`src/shared/usos_pkg.sv`:
```
/*
 * Package for the per-unit option store and sense selector: register map,
 * unit flag layout, command codes, error codes and sense-selection limits.
 * Assumes a 32-bit APB register bus and one clock domain.
 */
package usos_pkg;

	// ==========================================================
	// Register byte offsets
	localparam logic [7:0] USOS_OFF_CMD    = 8'h00;
	localparam logic [7:0] USOS_OFF_UNIT   = 8'h04;
	localparam logic [7:0] USOS_OFF_SEL_LO = 8'h08;
	localparam logic [7:0] USOS_OFF_SEL_HI = 8'h0C;
	localparam logic [7:0] USOS_OFF_STATUS = 8'h10;
	localparam logic [7:0] USOS_OFF_CTRL   = 8'h14;

	// ==========================================================
	// Unit flags byte layout
	localparam int USOS_FLG_UNTAGGED = 0;
	localparam int USOS_FLG_SYNC     = 1;
	localparam int USOS_FLG_ATN_INH  = 2;
	localparam int USOS_FLG_WIDE     = 3;
	localparam int USOS_FLG_TAG      = 6;
	localparam logic [7:0] USOS_FLG_MASK = 8'h4F;

	// ==========================================================
	// UNIT register fields
	localparam int USOS_UNIT_LSB  = 0;
	localparam int USOS_FLAGS_LSB = 8;
	localparam int USOS_SCNT_LSB  = 16;

	// ==========================================================
	// STATUS register fields
	localparam int USOS_ST_ERR_LSB  = 0;
	localparam int USOS_ST_STATE    = 8;
	localparam int USOS_ST_PEND_LSB = 16;
	localparam int USOS_ST_SBUSY    = 24;

	// ==========================================================
	// Command and error codes
	localparam logic [7:0] USOS_CMD_UNIT_OPT = 8'h08;
	localparam logic [7:0] USOS_CMD_DIAG     = 8'h09;
	localparam logic [7:0] USOS_ERR_NONE     = 8'h00;
	localparam logic [7:0] USOS_ERR_SCNT     = 8'hA1;
	localparam logic [7:0] USOS_ERR_ATN_INH  = 8'hA2;
	localparam logic [7:0] USOS_ERR_BADCMD   = 8'hA3;

	// ==========================================================
	// Sense selection limits
	localparam logic [7:0] USOS_SCNT_MAX    = 8'h20;
	localparam logic [5:0] USOS_SCNT_FORCED = 6'h08;
	localparam logic [5:0] USOS_SEL_FIELDS  = 6'h08;
	localparam int         USOS_SEL_NUM     = 8;
	localparam logic [7:0] USOS_RESET_BYTE  = 8'h00;

	// ==========================================================
	// Command processor states, Gray along idle-wait-run-drain
	typedef enum logic [1:0] {
		USOS_IDLE  = 2'b00,
		USOS_WAIT  = 2'b01,
		USOS_RUN   = 2'b11,
		USOS_DRAIN = 2'b10
	} usos_state_t;

endpackage

```
`src/design/usos_core.sv`:
```
/*
 * Per-unit option store, selection policy, auto Request Sense launcher
 * and diagnostic gate of the adapter command processor, with APB regs.
 * Assumes the SCSI engine and command queue run on pclk (no synchroniser).
 */
// The APB interface to the registers and the register addresses were left to the implementer.
//
// Overview of operation
// RULE1 - Untagged flag 0 allows one command per target; 1 queues per LUN.
// RULE2 - Sync flag 1 starts sync negotiation; 0 never starts it.
// RULE3 - Negotiation begun by the peer is always answered.
// RULE4 - Wide flag 1 starts wide negotiation; 0 never starts it.
// RULE5 - Attention inhibit 1 keeps ATN off during selection; 0 asserts it.
// RULE6 - Attention inhibit blocks negotiations, parity; conflicting flags raise error.
// RULE7 - Initiator: tag 1 negotiates tagged queuing, 0 does not.
// RULE8 - Target: tag 0 accepts 6-byte group 2, tag 1 accepts 10-byte.
// RULE9 - Check Condition launches Request Sense unless inhibited per command; the code also drops it while the sense sequencer is busy.
// RULE10 - Sense count above 32 is forced to 8 with error A1H.
// RULE11 - Nonzero count fetches that many leading bytes, fields ignored.
// RULE12 - Eight 8-bit selection fields, used only when count is zero.
// RULE13 - Zero count and zero fields return bytes 0 to 7.
// RULE14 - Zero count with nonzero fields returns listed bytes in order.
// RULE15 - Unit options command decodes on code 08H.
// RULE16 - Diagnostic 09H runs selected tests and reports a result.
// RULE17 - Diagnostic waits until earlier commands have completed.
// RULE18 - No commands during diagnostic; pending attentions serviced afterwards.
// RULE19 - Tag flag set makes the untagged flag irrelevant.
// RULE20 - Flags: tag bit 6, wide 3, inhibit 2, sync 1, untagged 0.
// RULE21 - Separate options per unit, applied by addressed unit.
`timescale 1ns/1ps

module usos_core
	import usos_pkg::*;
#(
	parameter int UNITS = 16
) (
	input  wire logic        pclk,
	input  wire logic        presetn,
	input  wire logic        ce,
	input  wire logic        psel,
	input  wire logic        penable,
	input  wire logic        pwrite,
	input  wire logic [7:0]  paddr,
	input  wire logic [31:0] pwdata,
	output logic      [31:0] prdata,
	output logic             pready,
	output logic             pslverr,
	input  wire logic        cmds_idle,
	input  wire logic        sel_start,
	input  wire logic [3:0]  sel_unit,
	input  wire logic        peer_neg,
	input  wire logic        check_cond,
	input  wire logic [3:0]  cc_unit,
	input  wire logic        request_sense_inhibit,
	input  wire logic        diag_done,
	output logic             atn_assert,
	output logic             sync_neg_start,
	output logic             wide_neg_start,
	output logic             tag_neg_start,
	output logic             parity_check,
	output logic             one_cmd_only,
	output logic             grp2_ten_byte,
	output logic             neg_reply,
	output logic             req_sense,
	output logic       [7:0] req_sense_len,
	output logic       [7:0] sense_byte,
	output logic             sense_byte_vld,
	output logic             diag_start,
	output logic             diag_running,
	output logic             attn_service
);

	// ==========================================================
	// Register file and per-unit store
	logic [31:0] unit_r;
	logic [31:0] sel_lo_r;
	logic [31:0] sel_hi_r;
	logic        target_mode_r;
	logic [7:0]  err_r;
	logic [7:0]  pend_cnt_r;
	logic [7:0]  pend_code_r;
	usos_state_t state_r;
	logic [7:0]  flags_mem [UNITS];
	logic [5:0]  scnt_mem  [UNITS];
	logic [63:0] sel_mem   [UNITS];
	logic        seq_busy;

	logic        acc;
	logic        wr_en;
	logic        cmd_wr;
	logic        exec_now;
	logic [7:0]  exec_code;
	logic [7:0]  in_flags;
	logic [7:0]  in_scnt;
	logic [3:0]  in_unit;
	logic [7:0]  sf;
	logic        atn_inh;

	assign acc       = psel && penable && pready;
	assign wr_en     = acc && pwrite && ce;
	assign cmd_wr    = wr_en && (paddr == USOS_OFF_CMD);
	assign in_unit   = unit_r[USOS_UNIT_LSB +: 4];
	assign in_flags  = unit_r[USOS_FLAGS_LSB +: 8] & USOS_FLG_MASK; // RULE20
	assign in_scnt   = unit_r[USOS_SCNT_LSB +: 8];
	// A command runs immediately only when no diagnostic owns the board
	assign exec_now  = (cmd_wr && state_r == USOS_IDLE)
	                 || (state_r == USOS_DRAIN && pend_cnt_r != '0);
	assign exec_code = (state_r == USOS_DRAIN) ? pend_code_r : pwdata[7:0];

	// ==========================================================
	// APB slave: zero wait, answer prepared in the setup cycle
	always_ff @(posedge pclk or negedge presetn) begin
		if (!presetn) begin
			pready  <= 1'b0;
			pslverr <= 1'b0;
			prdata  <= '0;
		end else if (ce) begin
			pready  <= psel && !penable;
			pslverr <= 1'b0;
			prdata  <= '0;
			if (psel && !penable) begin
				unique case (paddr)
					USOS_OFF_CMD:    prdata <= {24'h00_0000, pend_code_r};
					USOS_OFF_UNIT:   prdata <= unit_r;
					USOS_OFF_SEL_LO: prdata <= sel_lo_r;
					USOS_OFF_SEL_HI: prdata <= sel_hi_r;
					USOS_OFF_STATUS: prdata <= {7'h00, seq_busy, pend_cnt_r,
						6'h00, state_r, err_r};
					USOS_OFF_CTRL:   prdata <= {31'h0000_0000, target_mode_r};
					default:         pslverr <= 1'b1;
				endcase
			end
		end
	end

	// Parameter staging registers written by software
	always_ff @(posedge pclk or negedge presetn) begin
		if (!presetn) begin
			unit_r        <= '0;
			sel_lo_r      <= '0;
			sel_hi_r      <= '0;
			target_mode_r <= 1'b0;
		end else if (wr_en) begin
			if (paddr == USOS_OFF_UNIT)
				unit_r <= pwdata;
			if (paddr == USOS_OFF_SEL_LO)
				sel_lo_r <= pwdata;
			if (paddr == USOS_OFF_SEL_HI)
				sel_hi_r <= pwdata;
			if (paddr == USOS_OFF_CTRL)
				target_mode_r <= pwdata[0];
		end
	end

	// ==========================================================
	// Command execution: unit options store and error report
	always_ff @(posedge pclk or negedge presetn) begin
		if (!presetn) begin
			err_r <= USOS_ERR_NONE;
		end else if (ce && exec_now) begin
			if (exec_code == USOS_CMD_UNIT_OPT) begin // RULE15
				if (in_scnt > USOS_SCNT_MAX)
					err_r <= USOS_ERR_SCNT; // RULE10
				else if (in_flags[USOS_FLG_ATN_INH]
				    && (in_flags[USOS_FLG_SYNC]
				    || in_flags[USOS_FLG_WIDE] || in_flags[USOS_FLG_TAG]))
					err_r <= USOS_ERR_ATN_INH; // RULE6
				else
					err_r <= USOS_ERR_NONE;
			end else if (exec_code == USOS_CMD_DIAG) begin
				err_r <= USOS_ERR_NONE;
			end else begin
				err_r <= USOS_ERR_BADCMD;
			end
		end
	end

	// Per-unit copies; an oversize count is stored as the forced value
	always_ff @(posedge pclk) begin
		if (ce && exec_now && exec_code == USOS_CMD_UNIT_OPT) begin
			flags_mem[in_unit] <= in_flags; // RULE21
			scnt_mem[in_unit]  <= (in_scnt > USOS_SCNT_MAX)
				? USOS_SCNT_FORCED : in_scnt[5:0]; // RULE10
			sel_mem[in_unit]   <= {sel_hi_r, sel_lo_r};
		end
	end

	// ==========================================================
	// Diagnostic gate; attentions arriving meanwhile are counted
	always_ff @(posedge pclk or negedge presetn) begin
		if (!presetn) begin
			state_r      <= USOS_IDLE;
			diag_start   <= 1'b0;
			diag_running <= 1'b0;
		end else if (ce) begin
			diag_start <= 1'b0;
			unique case (state_r)
				USOS_IDLE: if (exec_now && exec_code == USOS_CMD_DIAG)
					state_r <= USOS_WAIT;
				USOS_WAIT: if (cmds_idle) begin // RULE17
					state_r      <= USOS_RUN;
					diag_start   <= 1'b1; // RULE16
					diag_running <= 1'b1;
				end
				USOS_RUN: if (diag_done) begin
					state_r      <= USOS_DRAIN;
					diag_running <= 1'b0;
				end
				// A write landing on the last step keeps the drain going
				USOS_DRAIN: if (pend_cnt_r <= 8'h01 && !cmd_wr)
					state_r <= USOS_IDLE;
			endcase
		end
	end

	// Pending attention count: a set and a drain step in one cycle cancel out
	always_ff @(posedge pclk or negedge presetn) begin
		if (!presetn) begin
			pend_cnt_r   <= '0;
			pend_code_r  <= '0;
			attn_service <= 1'b0;
		end else if (ce) begin
			// Every drain step is one serviced attention, even when a
			// new write refills the slot in the same cycle
			attn_service <= (state_r == USOS_DRAIN)
				&& (pend_cnt_r != '0); // RULE18
			if (cmd_wr && state_r != USOS_IDLE) begin
				// Only the newest code is kept; older ones are serviced
				// as repeats of it, a limit of the single holding slot
				pend_code_r <= pwdata[7:0]; // RULE18
				if (!(state_r == USOS_DRAIN && pend_cnt_r != '0)
				    && pend_cnt_r != 8'hFF)
					pend_cnt_r <= pend_cnt_r + 8'h01;
			end else if (state_r == USOS_DRAIN && pend_cnt_r != '0) begin
				pend_cnt_r <= pend_cnt_r - 8'h01;
			end
		end
	end

	// ==========================================================
	// Selection policy from the addressed unit's copy
	assign sf      = flags_mem[sel_unit]; // RULE21
	assign atn_inh = sf[USOS_FLG_ATN_INH];

	always_ff @(posedge pclk or negedge presetn) begin
		if (!presetn) begin
			atn_assert     <= 1'b0;
			sync_neg_start <= 1'b0;
			wide_neg_start <= 1'b0;
			tag_neg_start  <= 1'b0;
			parity_check   <= 1'b0;
			one_cmd_only   <= 1'b1;
			grp2_ten_byte  <= 1'b0;
		end else if (ce && sel_start) begin
			atn_assert     <= !atn_inh; // RULE5
			sync_neg_start <= sf[USOS_FLG_SYNC] && !atn_inh; // RULE2 RULE6
			wide_neg_start <= sf[USOS_FLG_WIDE] && !atn_inh; // RULE4 RULE6
			tag_neg_start  <= sf[USOS_FLG_TAG] && !atn_inh
				&& !target_mode_r; // RULE7 RULE6
			parity_check   <= !atn_inh; // RULE6
			// Tag set overrides the untagged choice
			one_cmd_only   <= !sf[USOS_FLG_TAG]
				&& !sf[USOS_FLG_UNTAGGED]; // RULE1 RULE19
			grp2_ten_byte  <= sf[USOS_FLG_TAG] && target_mode_r; // RULE8
		end
	end

	// Peer-begun negotiation is answered whatever the flags say
	always_ff @(posedge pclk or negedge presetn) begin
		if (!presetn)
			neg_reply <= 1'b0;
		else if (ce)
			neg_reply <= peer_neg; // RULE3
	end

	// ==========================================================
	// Automatic Request Sense launch
	logic       rs_go;
	logic [5:0] rs_cnt;

	assign rs_go  = check_cond && !request_sense_inhibit && !seq_busy;
	assign rs_cnt = scnt_mem[cc_unit];

	always_ff @(posedge pclk or negedge presetn) begin
		if (!presetn) begin
			req_sense     <= 1'b0;
			req_sense_len <= '0;
		end else if (ce) begin
			req_sense <= rs_go; // RULE9
			if (rs_go)
				req_sense_len <= {2'b00, (rs_cnt != '0)
					? rs_cnt : USOS_SEL_FIELDS}; // RULE11
		end
	end

	usos_sense_seq u_seq (
		.clk      (pclk),
		.rstn     (presetn),
		.ce       (ce),
		.start    (rs_go),
		.count    (rs_cnt),
		.sel      (sel_mem[cc_unit]),
		.byte_num (sense_byte),
		.byte_vld (sense_byte_vld),
		.busy     (seq_busy)
	);
endmodule

```
`src/design/usos_sense_seq.sv`:
```
/*
 * Sense byte sequencer: on start, emits the sense byte numbers that an
 * automatic Request Sense should return, one per enabled clock.
 * Assumes start only while idle and count already limited to 0..32.
 */
`timescale 1ns/1ps

module usos_sense_seq
	import usos_pkg::*;
(
	input  wire logic        clk,
	input  wire logic        rstn,
	input  wire logic        ce,
	input  wire logic        start,
	input  wire logic [5:0]  count,
	input  wire logic [63:0] sel,
	output logic       [7:0] byte_num,
	output logic             byte_vld,
	output logic             busy
);

	logic [5:0]  idx_r;
	logic [5:0]  total_r;
	logic        listed_r;
	logic [63:0] sel_r;
	logic [7:0]  pick;

	// Listed mode picks the idx-th selection field
	always_comb begin
		pick = sel_r[idx_r[2:0]*8 +: 8];
	end

	// Capture the plan at start, then walk it
	always_ff @(posedge clk or negedge rstn) begin
		if (!rstn) begin
			idx_r    <= '0;
			total_r  <= '0;
			listed_r <= 1'b0;
			sel_r    <= '0;
			busy     <= 1'b0;
			byte_vld <= 1'b0;
			byte_num <= USOS_RESET_BYTE;
		end else if (ce) begin
			byte_vld <= 1'b0;
			if (start && !busy) begin
				busy     <= 1'b1;
				idx_r    <= '0;
				sel_r    <= sel;
				// Nonzero count: leading bytes, fields ignored
				total_r  <= (count != '0) ? count : USOS_SEL_FIELDS; // RULE11
				// Fields only count when the count is zero
				listed_r <= (count == '0) && (sel != '0); // RULE12
			end else if (busy) begin
				byte_vld <= 1'b1;
				// Natural order by default, listed order otherwise
				byte_num <= listed_r ? pick : {2'b00, idx_r}; // RULE13 RULE14
				idx_r    <= idx_r + 6'd1;
				if (idx_r + 6'd1 == total_r)
					busy <= 1'b0;
			end
		end
	end

endmodule

```
`config.mk`:
```
export PLATFORM = sky130hd
export DESIGN_NAME = usos_core
export DESIGN_NICKNAME = d
export VERILOG_FILES = /design/src/shared/usos_pkg.sv /design/src/design/usos_core.sv /design/src/design/usos_sense_seq.sv
export SDC_FILE = /design/constraint.sdc
export NUM_CORES = 1
export LEC_CHECK = 0
export BUFFER_PORTS_ARGS = -buffer_cell sky130_fd_sc_hd__buf_2
export CAP_MARGIN = 20
export CORE_UTILIZATION = 55
export CTS_CLUSTER_SIZE = 14
export DETAILED_ROUTE_END_ITERATION = 6
export GPL_TIMING_DRIVEN = 1
export PLACE_DENSITY = 0.75
export SLEW_MARGIN = 10
export SYNTH_ARGS = -nofsm -noshare
export SYNTH_HDL_FRONTEND = slang
export SYNTH_SLANG_ARGS = --single-unit
```
`constraint.sdc`:
```
create_clock -name pclk -period 10.7 [get_ports pclk]
set_input_delay 0.535 -clock pclk [delete_from_list [all_inputs] [get_ports pclk]]
set_output_delay 0.535 -clock pclk [all_outputs]
set_load 0.02 [all_outputs]
```
==> flow_summary.ini <==
[clocking]
cts_root_buffer = clkbuf_16
clock_latency_ns = 0.76
cts_buffers = 143
cts_tree = built
clock_path_buffers = 3
clk_pin_slew_ns = 0.06
htreeDepth = 4
cts_sinks = 1450
cts_resized = 0

[global_route]
antenna_found_initial = 5
grt_overflow = 0
grt_pass1_wl_mm = 199
grt_max_degree = 137
grt_pass1_vias = 28883
track_usage_pct = 27.0

[finish]
final_area_um2 = 62900
insertedDiodeCount = 0
drive_above_1_share_pct = 31.4
finalNetCount = 2900
multi_input_area_um2 = 13200
area_delta_synth_final_pct = 12.1
seq_area_um2 = 42300
n_fill_cell = 6533

[sta]
finalCritPeriodShare_pct = 42.0
tightest_slew_ns = 1.16
skew_ns = 0.0292
hold_violations = 0
period_minus_slack_ns = 4.49
finalSetupTns_ns = 0
relSlewSlack_pct = 22.7
slew_violations = 0
setup_viol = 0
fmaxAchievable_ghz = 0.223
rsz0062_at_grt = false

[floorplanning]
dieArea_um2 = 103000
ioPinCount = 123
coreArea_um2 = 101000
start_util_pct = 55.8
die_w_um = 321
fp.dieH_um = 321
std_cell_rows = 116

[detailed_routing]
routed-via-count = 28685
ant_nets = 0
wl_per_cell_um = 31.9
dr.first_iter.drc_count = 3898
drc = 0
dr.pass1.iters = 7
routed_wirelength_mm = 137
routed_via_density = 6.66

[synthesis]
synth_cells = 2669
ys_seq_area_share_pct = 75.4
synth-async-reset-ratio_pct = 17.2
syn_avg_cell_area_um2 = 21.0
ys_ff_latch = 1450
synth_edf_count = 1200
synth_flop_cell = edfxtp_1
netlist-cell-type-count = 57
syn_area_um2 = 56100
ys_warn_count = 0

[critical_path]
critPathCaptureType = flip-flop
crit_type = input port to flip-flop
crit_required_ns = 11.05
critPathArrivalTime_ns = 4.84
worst_setup_path_start_kind = input port
crit_fanout = 54

[place]
dpl_cell_area_um2 = 58300
place.gp.congestion = 0.839
portBuffers = 120
dpl.hpwl_mm = 78.0

[power]
leakagePower_uw = 0.0246
power_density_nw_per_um2 = 188
irDropWorstVdd_uv = 188

[job]
max-cap-violations = 0

[min_path]
hp-class = input port to flip-flop

[run_status]
status = completed
[path summary, 6_finish.rpt]
path,end,cells after the start,startpoint,slack [ns]
hold / removal,unit_r[20]$_DFFE_PN0P_,2,pwdata[20],0.04
setup reg to reg,sel_mem[4][28]$_DFFE_PP_,6,state_r[0]$_DFFE_PN0P_,6.23
max in group asynchronous,u_seq.byte_num[7]$_DFFE_PN0P_,5,presetn,8.06
min in group asynchronous,unit_r[21]$_DFFE_PN0P_,2,presetn,0.43
setup / recovery,sel_mem[4][28]$_DFFE_PP_,9,ce,6.21
hold reg to reg,u_seq.byte_num[5]$_DFFE_PN0P_,2,u_seq.byte_num[5]$_DFFE_PN0P_,0.48
[state kept, by name (all words and copies together), names as in the netlist, 8 cells and up]
name	cells
u_seq.sel_r	64
scnt_mem	96
u_seq.byte_num	8
sel_mem	1024
pend_code_r	8
pend_cnt_r	8
flags_mem	80
sel_lo_r	32
unit_r	32
prdata	32
sel_hi_r	32
[power breakdown]
group          switching [uW]  internal, uW
logic                     347           312
clock network            2090          2770
registers                 150          6180
total                    2590          9260
[cells by family (layout without fill, tap and decap cells)]
logic type,after synthesis,after routing,synth area share [%]
muxes,534,534,17.4
xor gates and xnor gates,15,15,0.234
DFF,1450,1450,75.4
AOI/OAI and AO/OA,261,261,3.49
other,1,2,0.00668
and+or+nand+nor,240,240,2.04
buffers and inverters,163,446,1.33
adders and majority gates,5,5,0.111
[worst max-delay path, stage by stage]
cell and delay, ns:
buf_2 0.60, and4_1 0.43, nand3_1 0.19, nor4_1 0.23, o21a_1 0.25, and3_1 0.35, or3b_1 0.54, nor2_4 0.65
buf_4 0.96
[metal layers]
metal  vias to the layer above  track usage (%)  part of all wire (%)
li1                      11446                -                     -
met1                     15282             38.8                    39
met3                       213             4.63                   9.7
met4                         2             8.66                   2.8
met5                         -                0                0.0095
met2                      1742             42.8                    48
[final cells by class]
cell class	count	share of cell area, %
clock buffer	191	6.20
clock inverter	72	1.02
inverter	12	0.0716
multi-input combinational	1057	21.0
sequential	1450	67.2
tap	1357	2.70
timing repair buffer	171	1.74
[placed cells by master, fill, tap and decap left out, types with 13 or more instances in the layout]
cell       netlist  layout
o21ai_0         31      31
clkbuf_16        0     144
nor4_1          19      19
mux2_2         191     191
nor2_4           0      13
nand2_1        113     113
o2bb2ai_1       28      28
clkinv_2         0      22
dfrtp_1        249     249
edfxtp_1      1200    1200
nor2_1          30      17
buf_4            4      43
buf_2           22     118
a22oi_1        145     145
clkinv_1         1      28
nand3_1         15      13
mux4_2         335     335
clkbuf_1        83      35
[stage by stage]
step                instances  power [uW]  utilization (%)  hold WS [ns]  setup WS, ns
floorplan                2670        6840                -         0.239          2.73
global placement         4041        7070             57.9         0.467          5.55
detailed placement       4041        7100             57.9         0.472          5.41
CTS                      4306       11900             62.5       0.00920          6.11
global route             4310       12200             62.5        0.0249          5.98
finish                   4310       11800             62.5        0.0401          6.21
[Yosys cell counts, types with 8 or more instances]
cell type,count,share of area [%]
mux2_2,191,3.8
nand2_1,113,0.76
nand2b_1,10,0.11
dfrtp_1,249,11
o21ai_0,31,0.28
xnor2_1,12,0.19
a222oi_1,11,0.20
buf_2,22,0.20
a22oi_1,145,1.9
nor3_1,10,0.089
buf_6,12,0.24
mux4_2,335,13
nor4_1,19,0.21
o2bb2ai_1,28,0.44
a21oi_1,8,0.071
edfxtp_1,1200,64
a21boi_0,11,0.15
buf_1,30,0.20
clkbuf_1,83,0.56
nand4_1,9,0.10
inv_1,11,0.074
nand3_1,15,0.13
nor2_1,30,0.20
[what timing repair did]
action / 4_1_cts / 5_1_grt
endpoints found under the hold margin: 117 / 0
hold buffers: 2 / 0
setup buffers: 0 / 0
Note: power is estimated with default switching activity, not from simulation.
